### src/logic/cbd_pkg.sv
// package for the can buffer direction and interrupt enable block
// assumes a wishbone classic slave with 32-bit data, one register a word
package cbd_pkg;
    // ==========================================================
    // register map, byte addresses
    localparam logic [3:0] CBD_ADDR_DIR = 4'h0;
    localparam logic [3:0] CBD_ADDR_IEN = 4'h4;
    localparam logic [3:0] CBD_ADDR_MODE = 4'h8;
    localparam logic [3:0] CBD_ADDR_STAT = 4'hC;
    // ==========================================================
    // reset values and field positions
    localparam logic [7:0] CBD_DIR_RST = 8'h00;
    localparam logic [7:0] CBD_IEN_RST = 8'h00;
    localparam logic [1:0] CBD_MODE_RST = 2'h0;
    localparam int CBD_DIR_LSB = 2;
    localparam int CBD_NBUF = 6;
    localparam int CBD_IEN_IRX = 7;
    localparam int CBD_IEN_WAKE = 6;
    localparam int CBD_IEN_ERR = 5;
    localparam int CBD_IEN_TXG = 4;
    localparam int CBD_IEN_TX1 = 3;
    localparam int CBD_IEN_TX0 = 2;
    localparam int CBD_IEN_RXG = 1;
    localparam int CBD_IEN_FIFO = 0;
    // ==========================================================
    // operating modes
    typedef enum logic [1:0] {
        CBD_MODE_LEGACY = 2'h0,
        CBD_MODE_ENH = 2'h1,
        CBD_MODE_FIFO = 2'h2
    } cbd_mode_t;
endpackage : cbd_pkg

### src/logic/cbd_alloc.sv
// buffer allocator: samples direction bits when a buffer is allocated
// assumes alloc requests come from logic on the same clock
`timescale 1ns/1ps
module cbd_alloc (
    input wire logic clk_i,
    input wire logic rst_i,
    input wire logic alloc_i,
    input wire logic [2:0] alloc_buf_i,
    input wire logic [cbd_pkg::CBD_NBUF-1:0] dir_i,
    output logic alloc_tx_o,
    output logic alloc_rx_o
);
    import cbd_pkg::*;
    typedef struct packed {
        logic tx;
        logic rx;
    } cbd_alloc_st_t;
    cbd_alloc_st_t s_q, s_d;
    logic valid_buf;
    assign valid_buf = (alloc_buf_i < 3'(CBD_NBUF));
    // ==========================================================
    // grant one-cycle pulse to tx scheduler or rx acceptance
    always_comb begin
        s_d = '0;
        if (alloc_i && valid_buf) begin
            s_d.tx = dir_i[alloc_buf_i];
            s_d.rx = !dir_i[alloc_buf_i];
        end
    end
    always_ff @(posedge clk_i) begin
        if (rst_i) begin
            s_q <= '0;
        end else begin
            s_q <= s_d;
        end
    end
    assign alloc_tx_o = s_q.tx;
    assign alloc_rx_o = s_q.rx;
endmodule : cbd_alloc

### src/logic/cbd_top.sv
// can buffer direction select and peripheral interrupt enable three
// assumes a wishbone classic master on clk_i; events from the can engine
// What this block does
// bits 7..2 set tx direction for buffers 5..0; clear is rx; reset 0
// bits 1..0 of direction register read zero and ignore writes
// direction register exists only in modes 1 and 2
// invalid message interrupt passes only when enable bit 7 is set
// std-id high byte writable in tx direction, read-only in rx
// in modes 1,2 bit 4 gates all tx buffer interrupts with per-buffer; here legacy tx 1,0 use bits 3,2 and legacy tx 2 is dropped
// in modes 1,2 bit 1 gates rx buffer interrupts with per-buffer
// direction sampled at allocation chooses tx scheduler or rx logic
`timescale 1ns/1ps
module cbd_top (
    input wire logic clk_i,
    input wire logic rst_i,
    input wire logic cyc_i,
    input wire logic stb_i,
    input wire logic we_i,
    input wire logic [3:0] adr_i,
    input wire logic [3:0] sel_i,
    input wire logic [31:0] dat_i,
    output logic [31:0] dat_o,
    output logic ack_o,
    input wire logic irx_evt_i,
    input wire logic wake_evt_i,
    input wire logic err_evt_i,
    input wire logic [cbd_pkg::CBD_NBUF-1:0] buf_evt_i,
    input wire logic [cbd_pkg::CBD_NBUF-1:0] buf_ien_i,
    input wire logic [2:0] legacy_tx_evt_i,
    input wire logic [1:0] legacy_rx_evt_i,
    input wire logic fifo_wm_evt_i,
    input wire logic alloc_i,
    input wire logic [2:0] alloc_buf_i,
    output logic alloc_tx_o,
    output logic alloc_rx_o,
    output logic [cbd_pkg::CBD_NBUF-1:0] buffer_tx_direction_bits_o,
    output logic [cbd_pkg::CBD_NBUF-1:0] std_id_high_wr_en_o,
    output logic irq_o
);
    import cbd_pkg::*;
    typedef struct packed {
        logic [7:0] dir;
        logic [7:0] ien;
        logic [1:0] mode;
        logic ack;
        logic [31:0] rdat;
        logic irq;
    } cbd_top_st_t;
    cbd_top_st_t s_q, s_d;
    logic enh;
    logic req;
    logic [CBD_NBUF-1:0] tx_hit;
    logic [CBD_NBUF-1:0] rx_hit;
    logic irq_any;
    logic [CBD_NBUF-1:0] dir_bits;
    // ==========================================================
    // decode helpers
    assign enh = (s_q.mode == CBD_MODE_ENH) || (s_q.mode == CBD_MODE_FIFO);
    assign req = cyc_i && stb_i && !s_q.ack;
    assign dir_bits = enh ? s_q.dir[7:CBD_DIR_LSB] : '0;
    // ==========================================================
    // per-buffer gated hits, split by direction
    genvar g;
    generate
        for (g = 0; g < CBD_NBUF; g++) begin : g_buf
            assign tx_hit[g] = buf_evt_i[g] && buf_ien_i[g] && dir_bits[g];
            assign rx_hit[g] = buf_evt_i[g] && buf_ien_i[g] && !dir_bits[g];
            // id byte locked while buffer receives
            assign std_id_high_wr_en_o[g] = enh && dir_bits[g];
        end
    endgenerate
    // ==========================================================
    // interrupt combine; bit layout follows operating mode
    always_comb begin
        irq_any = (irx_evt_i && s_q.ien[CBD_IEN_IRX])
            || (wake_evt_i && s_q.ien[CBD_IEN_WAKE])
            || (err_evt_i && s_q.ien[CBD_IEN_ERR]);
        if (enh) begin
            irq_any = irq_any
                || (s_q.ien[CBD_IEN_TXG] && (|tx_hit))
                || (s_q.ien[CBD_IEN_RXG] && (|rx_hit))
                || (legacy_tx_evt_i[1] && s_q.ien[CBD_IEN_TX1])
                || (legacy_tx_evt_i[0] && s_q.ien[CBD_IEN_TX0])
                || (fifo_wm_evt_i && s_q.ien[CBD_IEN_FIFO]);
        end else begin
            irq_any = irq_any
                || (legacy_tx_evt_i[2] && s_q.ien[CBD_IEN_TXG])
                || (legacy_tx_evt_i[1] && s_q.ien[CBD_IEN_TX1])
                || (legacy_tx_evt_i[0] && s_q.ien[CBD_IEN_TX0])
                || (legacy_rx_evt_i[1] && s_q.ien[CBD_IEN_RXG])
                || (legacy_rx_evt_i[0] && s_q.ien[CBD_IEN_FIFO]);
        end
    end
    // ==========================================================
    // wishbone slave: one wait-state answer, registered a cycle later
    always_comb begin
        s_d = s_q;
        s_d.ack = req;
        s_d.irq = irq_any;
        s_d.rdat = '0;
        if (req && we_i && sel_i[0]) begin
            case (adr_i)
                CBD_ADDR_DIR: begin
                    // low two bits hold no storage
                    if (enh) begin
                        s_d.dir = {dat_i[7:CBD_DIR_LSB], 2'h0};
                    end
                end
                CBD_ADDR_IEN: begin
                    s_d.ien = dat_i[7:0];
                end
                CBD_ADDR_MODE: begin
                    // mode 3 is not defined, keep old mode
                    if (dat_i[1:0] != 2'h3) begin
                        s_d.mode = dat_i[1:0];
                    end
                end
                default: begin
                end
            endcase
        end
        if (req && !we_i) begin
            case (adr_i)
                CBD_ADDR_DIR: s_d.rdat = enh ? {24'h0, s_q.dir} : '0;
                CBD_ADDR_IEN: s_d.rdat = {24'h0, s_q.ien};
                CBD_ADDR_MODE: s_d.rdat = {30'h0, s_q.mode};
                CBD_ADDR_STAT: s_d.rdat = {26'h0, tx_hit | rx_hit};
                default: s_d.rdat = '0;
            endcase
        end
    end
    always_ff @(posedge clk_i) begin
        if (rst_i) begin
            s_q <= '0;
            s_q.dir <= CBD_DIR_RST;
            s_q.ien <= CBD_IEN_RST;
            s_q.mode <= CBD_MODE_RST;
        end else begin
            s_q <= s_d;
        end
    end
    // ==========================================================
    // allocator and outputs
    cbd_alloc u_alloc (
        .clk_i(clk_i),
        .rst_i(rst_i),
        .alloc_i(alloc_i && enh),
        .alloc_buf_i(alloc_buf_i),
        .dir_i(dir_bits),
        .alloc_tx_o(alloc_tx_o),
        .alloc_rx_o(alloc_rx_o)
    );
    assign dat_o = s_q.rdat;
    assign ack_o = s_q.ack;
    assign irq_o = s_q.irq;
    assign buffer_tx_direction_bits_o = dir_bits;
endmodule : cbd_top

### config.mk
export PLATFORM = sky130hd
export DESIGN_NAME = cbd_top
export DESIGN_NICKNAME = d
export VERILOG_FILES = /design/src/logic/cbd_pkg.sv /design/src/logic/cbd_alloc.sv /design/src/logic/cbd_top.sv
export SDC_FILE = /design/constraint.sdc
export NUM_CORES = 1
export LEC_CHECK = 0
export ABC_AREA = 0
export BUFFER_PORTS_ARGS = -buffer_cell sky130_fd_sc_hd__buf_4
export CAP_MARGIN = 20
export CORE_ASPECT_RATIO = 0.7
export CORE_MARGIN = 4
export CORE_UTILIZATION = 45
export DETAILED_ROUTE_END_ITERATION = 6
export HOLD_SLACK_MARGIN = 0.08
export PLACE_DENSITY = 0.85
export SYNTH_ARGS = -nofsm -noshare
export SYNTH_HDL_FRONTEND = slang
export SYNTH_HIERARCHICAL = 1
export SYNTH_SLANG_ARGS = --single-unit
### constraint.sdc
create_clock -name clk_i -period 3.4 [get_ports clk_i]
set_input_delay 0.34 -clock clk_i [delete_from_list [all_inputs] [get_ports clk_i]]
set_output_delay 0.34 -clock clk_i [all_outputs]
set_load 0.005 [all_outputs]
* Word level (Yosys, flattened, before mapping) *
Cells that the tools add are included.
Widths: inputs -> output; s select.

storage, ports and cells
  bits in registers = 52
  output and inout bits = 48

cells by class
  $lt $le $gt $ge = 2
  equal/unequal tests = 6
  multiplexer cells = 6
  bitwise operators = 3
  reductions and logical operators = 72

operators by type and width
  kind                number
  $logic_and 1x1->1   42
  $pmux 8 s4          1
  $logic_or 1x1->1    13
  $reduce_or 6->1     2
  $logic_not 1->1     9
  $eq 4x4->1 const B  2
  $mux 8              1
  $mux 6              1
  $or 6x6->6          1
  $reduce_and 3->1    2
  $eq 4x3->1 const B  1
  $logic_not 4->1     1
  $lt 3x4->1 const B  1
  $reduce_or 2->1     2
  $bmux 1 s3          1
  $lt 3x3->1 const B  1
  $eq 2x1->1 const B  1
  $eq 2x2->1 const B  1
  $mux 1              2
  $ne 2x2->1 const B  1
  $not 1->1           2
  $reduce_and 2->1    1

* Longest topological paths before layout *
Gate-level depths: netlist of run 1.

  depth in word-level cells = 12
  mapped depth = 6
  gate-level depth less buffers = 5

* Hierarchy *
The synthesis of run 1 kept the hierarchy.

by module, submodules not included
  module     instances  cells an instance  area each (µm²)  sequential area each (µm²)
  cbd_top    1          203                1581.5           520.5
  cbd_alloc  1          12                 122.6            40.0

* Worst setup path after synthesis of run 1 *
No wires, ideal clock.

  path type = reg-to-reg
  start = register s_q[35] (netlist name)
  end = register u_alloc.s_q (netlist bit u_alloc/alloc_tx_o)
  library setup time = 0.114 ns
  arrival time = 1.518 ns
  slack = 1.768 ns
  stages on the path, launching flop included = 7
  path buffers = 1
  cell sequence = dfxtp_1 xor2_1 buf_4 and2_1 mux4_2 a2bb2oi_1 nor2_1

on the way
  elaborated cells on any way between the ends = 10
  those cells by class = 2 x eq/ne; 3 x mux; 1 x bitwise; 4 x reduce/logical

RTL lines
  item                                             RTL line         text
  from (decl)                                      cbd_top.sv:49    cbd_top_st_t s_q, s_d;
  $eq 2x1->1 / $eq 2x2->1 (equally long branches)  cbd_top.sv:58    assign enh = (s_q.mode == CBD_MODE_ENH) || (s_q.mode == CBD_MODE_FIFO);
  $logic_or 1x1->1 (*)                             cbd_top.sv:58
  $mux 6 (*)                                       cbd_top.sv:60    assign dir_bits = enh ? s_q.dir[7:CBD_DIR_LSB] : '0;
  named net buffer_tx_direction_bits_o (one bit)   cbd_top.sv:36    output logic [cbd_pkg::CBD_NBUF-1:0] buffer_tx_direction_bits_o,
  $bmux 1 s3 (*)                                   cbd_alloc.sv:26  s_d.tx = dir_i[alloc_buf_i];
  $mux 1 (not written as such) (*)                 cbd_alloc.sv:26
  to (signal assigned)                             cbd_alloc.sv:32  s_q <= '0;
  to (signal assigned)                             cbd_alloc.sv:34  s_q <= s_d;
  to (decl)                                        cbd_alloc.sv:18  cbd_alloc_st_t s_q, s_d;

The timed path passes the listed nets; every way through them passes the cells marked *. The select of a mux whose other input is x is not followed.
A chain may end at the register's enable or synchronous reset.

* Final worst setup path of run 1 *
  start = register s_q[34] (netlist name)
  end = output port buffer_tx_direction_bits_o[4] (netlist name)

on the way
  longest elaborated chain between the ends = 3
  elaborated cells on any way between the ends = 4
  those cells by class = 2 x eq/ne; 1 x mux; 1 x reduce/logical

ends and longest elaborated chain
  item                                             RTL line
  $eq 2x1->1 / $eq 2x2->1 (equally long branches)  cbd_top.sv:58
  $logic_or 1x1->1 (*)                             cbd_top.sv:58
  $mux 6 (*)                                       cbd_top.sv:60
  to (decl)                                        cbd_top.sv:36

Mark *: on every way between the ends. The rest lies on a longest branch, timed or not.

==> flow_summary.toml, run 1 <==
[timing]
hold_violations = 0
clock_skew_ns = 0.00268
setup_viol = 0
max_freq_mhz = 462
slew_headroom_pct = 52.8
worstMarginPinSlew_ns = 0.706
maxSlewViolCount = 0
rsz0062_at_grt = "false"
finalSetupTns_ns = 0
fin_crit_sh_pct = 63.7
min_period_ns = 2.17

[global_route]
grt_pass1_wl_um = 6960
grt_max_degree = 24
grt_remaining_overflow = 0
antenna_found_initial = 0
track_usage_pct = 18.6
grt_pass1_vias = 1501

[yosys]
synth_top_family_by_area = "simple AND/OR/NAND/NOR gates"
synth_enable_flop_cells = 0
synth_compound_area_share_pct = 20.0
synthSimpleGateAreaFrac_pct = 24.0
synthXorXnorAreaFrac_pct = 1.03
synthAdderAreaFrac_pct = 0
syn_inst = 215
ys_ff_latch = 28
synth.mux.area_fraction_pct = 1.91
synthDistinctLibCells = 36
synth_ff_type = "dfxtp_1"
ys_async_sr_fraction_pct = 0
synth.cell_area_um2 = 1700
yosys_warnings = 6
ys_seq_area_share_pct = 32.9
syn_avg_cell_area_um2 = 7.93

[critical_path]
reg2reg_slack_ns = 1.43
r2r_end = "u_alloc/alloc_rx_o"
crit_fanout = 13
worstPathRequired_ns = 3.06
cp-start-kind = "flip-flop"
crit_type = "reg2out"
r2r-start = "s_q[34]"
r2r_cells = 5
arrival_ns = 1.83
end_kind = "output port"

[clock_tree]
clk_pin_slew_ns = 0.09
cts_resized = 0
h-tree-depth = 1
root_buffer = "clkbuf_8"
tritoncts = "built"
cts_buffer_depth = 2
cts_setup_buffers = 0
cts_num_sinks = 28
ctsHoldBuffers = 0
cts_buffers = 3
insertion_delay_ns = 0.28

[power_and_ir_drop]
clockPowerShare_pct = 33.9
power.leakage_nw = 0.864
seqPwrFrac_pct = 53.2
p_per_area_nw_per_um2 = 297
combPwrFrac_pct = 12.8
switching_share_pct = 23.5
internal_power_w = 0.000473
p_switching_w = 0.000145
power_w = 0.000618
vdd_drop_max_mv = 0.184

[finish]
syn_to_final_growth_pct = 22.2
layout.nets = 333
fin_cells = 312
drive_gt1_share_pct = 28.6
final.fill_count = 334
n_antenna_cell = 0

[routing]
final_antenna_net_count = 0
vias = 1595
first_pass_iters = 4
routedWlPerCell_um = 14.2
drc_errors = 0
drt-total-wl_um = 4430
drtIter0Drc = 165
vias_per_cell = 5.11

[floorplan]
core_um2 = 3580
die_height_um = 59.5
die_area_um2 = 4850
ios = 118
num_rows = 18
initial_core_util_pct = 47.6
die_width_um = 81.6

[place]
placedCellCount = 308
hpwl_um = 3630
portBuffers = 66
place.gp.congestion = 0.944

[flow_run]
maxCapViolCount = 0

[hold_path]
hp-start = "adr_i[3]"
holdPathStages = 2
hold_path.class = "in2reg"
worstHoldEndpoint = "dat_o[7]"

[outcome]
status = "complete, no violations"
-- kinds of logic (layout without fill, tap and decap cells) --
group | count (synthesis) | count (layout)
simple gates | 79 | 79
compound gates | 52 | 52
buf+inv | 51 | 75
flops | 28 | 28
xor+xnor | 2 | 2
mux | 2 | 2
other cells | 1 | 24
-- through the flow --
step	hold slack, ns	instance area, um^2	setup WS [ns]	utilization [%]
5_1_grt	0.323	2080	1.11	58.1
3_5_place_dp	0.481	2030	1.45	56.6
3_3_place_gp	0.475	2030	1.43	56.6
6_report	0.316	2080	1.23	58.1
2_1_floorplan	0.449	1790	1.77	-
4_1_cts	0.317	2080	1.25	58.1
-- worst max-delay path by stage --
stage	end	slack [ns]	cells past startpoint	start
6_report	buffer_tx_direction_bits_o[4]	1.23	3	s_q[34]
5_1_grt	buffer_tx_direction_bits_o[4]	1.11	3	s_q[34]
4_1_cts	buffer_tx_direction_bits_o[4]	1.25	3	s_q[34]
3_5_place_dp	u_alloc/alloc_rx_o	1.45	5	s_q[34]
3_3_place_gp	u_alloc/alloc_rx_o	1.43	5	s_q[35]
2_1_floorplan	u_alloc/alloc_tx_o	1.77	6	s_q[35]
-- layer usage --
metal | vias to the layer above | wire length (um) | GRT usage [%]
li1 | 793 | - | -
met1 | 724 | 1830 | 23.4
met2 | 72 | 2180 | 31.1
met3 | 6 | 373 | 5.17
met4 | 0 | 44 | 5.54
met5 | - | 0 | 0
-- power groups by stage --
stage	Combinational [W]	Clock [W]	Sequential, W
after detailed placement	0.0000776	0	0.000337
final	0.0000793	0.000210	0.000329
after global placement	0.0000769	0	0.000337
after floorplan	0.0000492	0	0.000337
after CTS	0.0000777	0.000208	0.000329
after global routing	0.0000875	0.000218	0.000329
-- cell usage after synthesis (2+ instances only) --
library cell | number | area share [%]
buf_4 | 39 | 17
dfxtp_1 | 28 | 33
nand3_1 | 24 | 7.0
a21oi_1 | 20 | 5.9
nand2_1 | 16 | 3.5
o21ai_0 | 12 | 3.5
nor2_1 | 11 | 2.4
nand2b_1 | 9 | 3.3
and2_1 | 8 | 2.9
a22oi_1 | 7 | 3.1
clkbuf_1 | 5 | 1.1
inv_1 | 5 | 1.1
a211oi_1 | 2 | 0.88
a222oi_1 | 2 | 1.2
a2bb2oi_1 | 2 | 1.0
buf_2 | 2 | 0.59
nor2b_1 | 2 | 0.73
nor3b_1 | 2 | 0.88
o221a_2 | 2 | 1.3
-- state kept, by name, summed over array words and instances (netlist names) --
register,count
u_alloc/alloc_rx_o,1
ack_o,1
irq_o,1
dat_o,8
u_alloc/alloc_tx_o,1
s_q,16
-- area by class of cell --
cell class	instances	area, um^2	area share (%)
flip-flops and latches	28	561	26.9
well taps	50	62.6	3.00
repair buffers	66	495	23.8
clock buffers	4	55.1	2.64
multi-input cells	159	890	42.7
inverters	5	18.8	0.901
-- critical path, stage by stage (launching register included) --
cell and delay [ns]:
dfxtp_1 0.44, xor2_1 0.60, and2_1 0.35, buf_4 0.15
-- placed cells by master (no fill, tap or decap) --
| master | count |
|---|---|
| nor3_1 | 1 |
| and4_1 | 1 |
| clkbuf_8 | 4 |
| and4bb_1 | 1 |
| nand2_1 | 16 |
| dfxtp_1 | 28 |
| o221a_2 | 2 |
| a222oi_1 | 2 |
| o41ai_2 | 1 |
| xor2_1 | 1 |
| nor2_2 | 1 |
| nand3_1 | 24 |
| mux2i_1 | 1 |
| a31oi_1 | 1 |
| nor2b_1 | 2 |
| a22oi_1 | 7 |
| o41ai_1 | 1 |
| a21oi_1 | 20 |
| o21ai_0 | 12 |
| conb_1 | 24 |
| nand4_1 | 1 |
| and3b_1 | 1 |
| o221a_1 | 1 |
| a2bb2oi_1 | 2 |
| mux4_2 | 1 |
| nor3b_1 | 2 |
| and3_1 | 1 |
| inv_1 | 5 |
| xnor2_1 | 1 |
| a211oi_1 | 2 |
| buf_4 | 66 |
| nand2b_1 | 9 |
| and2_1 | 8 |
| a41o_1 | 1 |
| nor2_1 | 11 |
(Power assumes the default switching activity.)
==> run 2, diff against run 1 <==
--- a/config.mk
+++ b/config.mk
@@ -10,10 +10,10 @@
 export CAP_MARGIN = 20
 export CORE_ASPECT_RATIO = 0.7
 export CORE_MARGIN = 4
-export CORE_UTILIZATION = 45
+export CORE_UTILIZATION = 37
 export DETAILED_ROUTE_END_ITERATION = 6
 export HOLD_SLACK_MARGIN = 0.08
-export PLACE_DENSITY = 0.85
+export PLACE_DENSITY = 0.75
 export SYNTH_ARGS = -nofsm -noshare
 export SYNTH_HDL_FRONTEND = slang
 export SYNTH_HIERARCHICAL = 1
==> constraint.sdc (replaced) <==
create_clock -name clk_i -period 1.8 [get_ports clk_i]
set_input_delay 0.18 -clock clk_i [delete_from_list [all_inputs] [get_ports clk_i]]
set_output_delay 0.18 -clock clk_i [all_outputs]
set_load 0.005 [all_outputs]
==> flow_summary.toml, run 2 (synthesized netlist as in run 1, its figures left out) <==
[outcome]
status = "complete, no violations"

[floorplan]
core_um2 = 4400
die_width_um = 89.1
ios = 118
die_area_um2 = 5770
num_rows = 20
die_height_um = 64.8
initial_core_util_pct = 38.7

[finish]
layout.nets = 336
layout_common_cells = "buf_4 (69), dfxtp_1 (26), nand3_1 (24), conb_1 (24), a21oi_1 (20)"
postLayoutCellArea_um2 = 2120
largest_reg_flops = 16
final_common_cell = "buf_4"
fin_cells = 320
n_antenna_cell = 0
syn_to_final_growth_pct = 24.5
drive_gt1_share_pct = 30.9
postLayoutCoreUtil_pct = 48.2
top_register = "s_q"

[timing]
maxSlewViolCount = 0
rsz0062_at_grt = "false"
fin_ws_ns = 0.144
hold_violations = 0
setup_viol = 0
fin_crit_sh_pct = 92.0
finalSetupTns_ns = 0
min_period_ns = 1.66
max_freq_mhz = 604
clock_skew_ns = 0.00219

[place]
pre_cts_ws_ns = 0.0966
placedCellCount = 316
hpwl_um = 3810
place.gp.congestion = 0.820
dpl-instance-area_um2 = 2060
portBuffers = 66

[clock_tree]
insertion_delay_ns = 0.27
cts_buffer_depth = 2
root_buffer = "clkbuf_8"
clk_pin_slew_ns = 0.09
cts_num_sinks = 28
h-tree-depth = 1
tritoncts = "built"
cts_buffers = 3

[flow_run]
maxCapViolCount = 0

[routing]
vias_per_cell = 5.12
drtIter0Drc = 154
vias = 1638
routedWlPerCell_um = 14.3
drt-total-wl_um = 4590
first_pass_iters = 4
drc_errors = 0
final_antenna_net_count = 0

[critical_path]
crit_type = "reg2out"
arrival_ns = 1.48
crit_fanout = 8
r2r_cells = 5
cp-start-kind = "flip-flop"
end_kind = "output port"
worstPathRequired_ns = 1.62

[global_route]
antenna_found_initial = 0
grt_remaining_overflow = 0
grt_pass1_wl_um = 6960
grt_pass1_vias = 1473
track_usage_pct = 15.5
grt_max_degree = 24

[hold_path]
hold_path.class = "in2reg"
holdPathStages = 2

[power_and_ir_drop]
power.leakage_nw = 0.881
vdd_drop_max_mv = 0.292
p_per_area_nw_per_um2 = 547
run 2: final timing paths:
check	from	slack, ns	endpoint
setup / recovery	s_q[34]	0.14	buffer_tx_direction_bits_o[5]
hold / removal	adr_i[3]	0.17	dat_o[6]
setup reg to reg	s_q[35]	0.22	u_alloc/alloc_tx_o
hold reg to reg	s_q[42]	0.51	s_q[42]
run 2: metrics by stage:
stage	power, W	hold WS [ns]
after CTS	0.00118	0.154
final	0.00116	0.166
after global routing	0.00121	0.162
after detailed placement	0.000782	0.456
after global placement	0.000781	0.456
after floorplan	0.000729	0.327
run 2: per-layer routing:
metal / global-route usage, % / up-vias / wire (um)
li1: - / 795 / -
met1: 21.3 / 771 / 1930
met2: 25.2 / 70 / 2230
met3: 3.56 / 2 / 416
met4: 1.86 / 0 / 10
met5: 0 / - / 0
run 2: critical path, stage by stage, from the launching register on:
cell     delay (ns)
dfxtp_2        0.39
xor2_2         0.22
buf_4          0.19
and2_1         0.24
buf_4          0.15
run 2: timing repair:
item	4_1_cts	5_1_grt
setup buffers	0	0
resized for setup	1	3
hold buffers	0	0
setup endpoints to repair	4	4
run 2: area by class of cell:
class	count	area [um^2]
Fill cell	457	2280
Multi-Input combinational cell	159	898
Sequential cell	28	563
Timing Repair Buffer	69	518
Tap cell	55	68.8
Clock buffer	4	55.1
Inverter	5	18.8
run 2: power by group:
group	internal [W]	switching, W
sequential	0.000621	0.00000108
clock	0.000196	0.000196
combinational	0.0000766	0.0000716
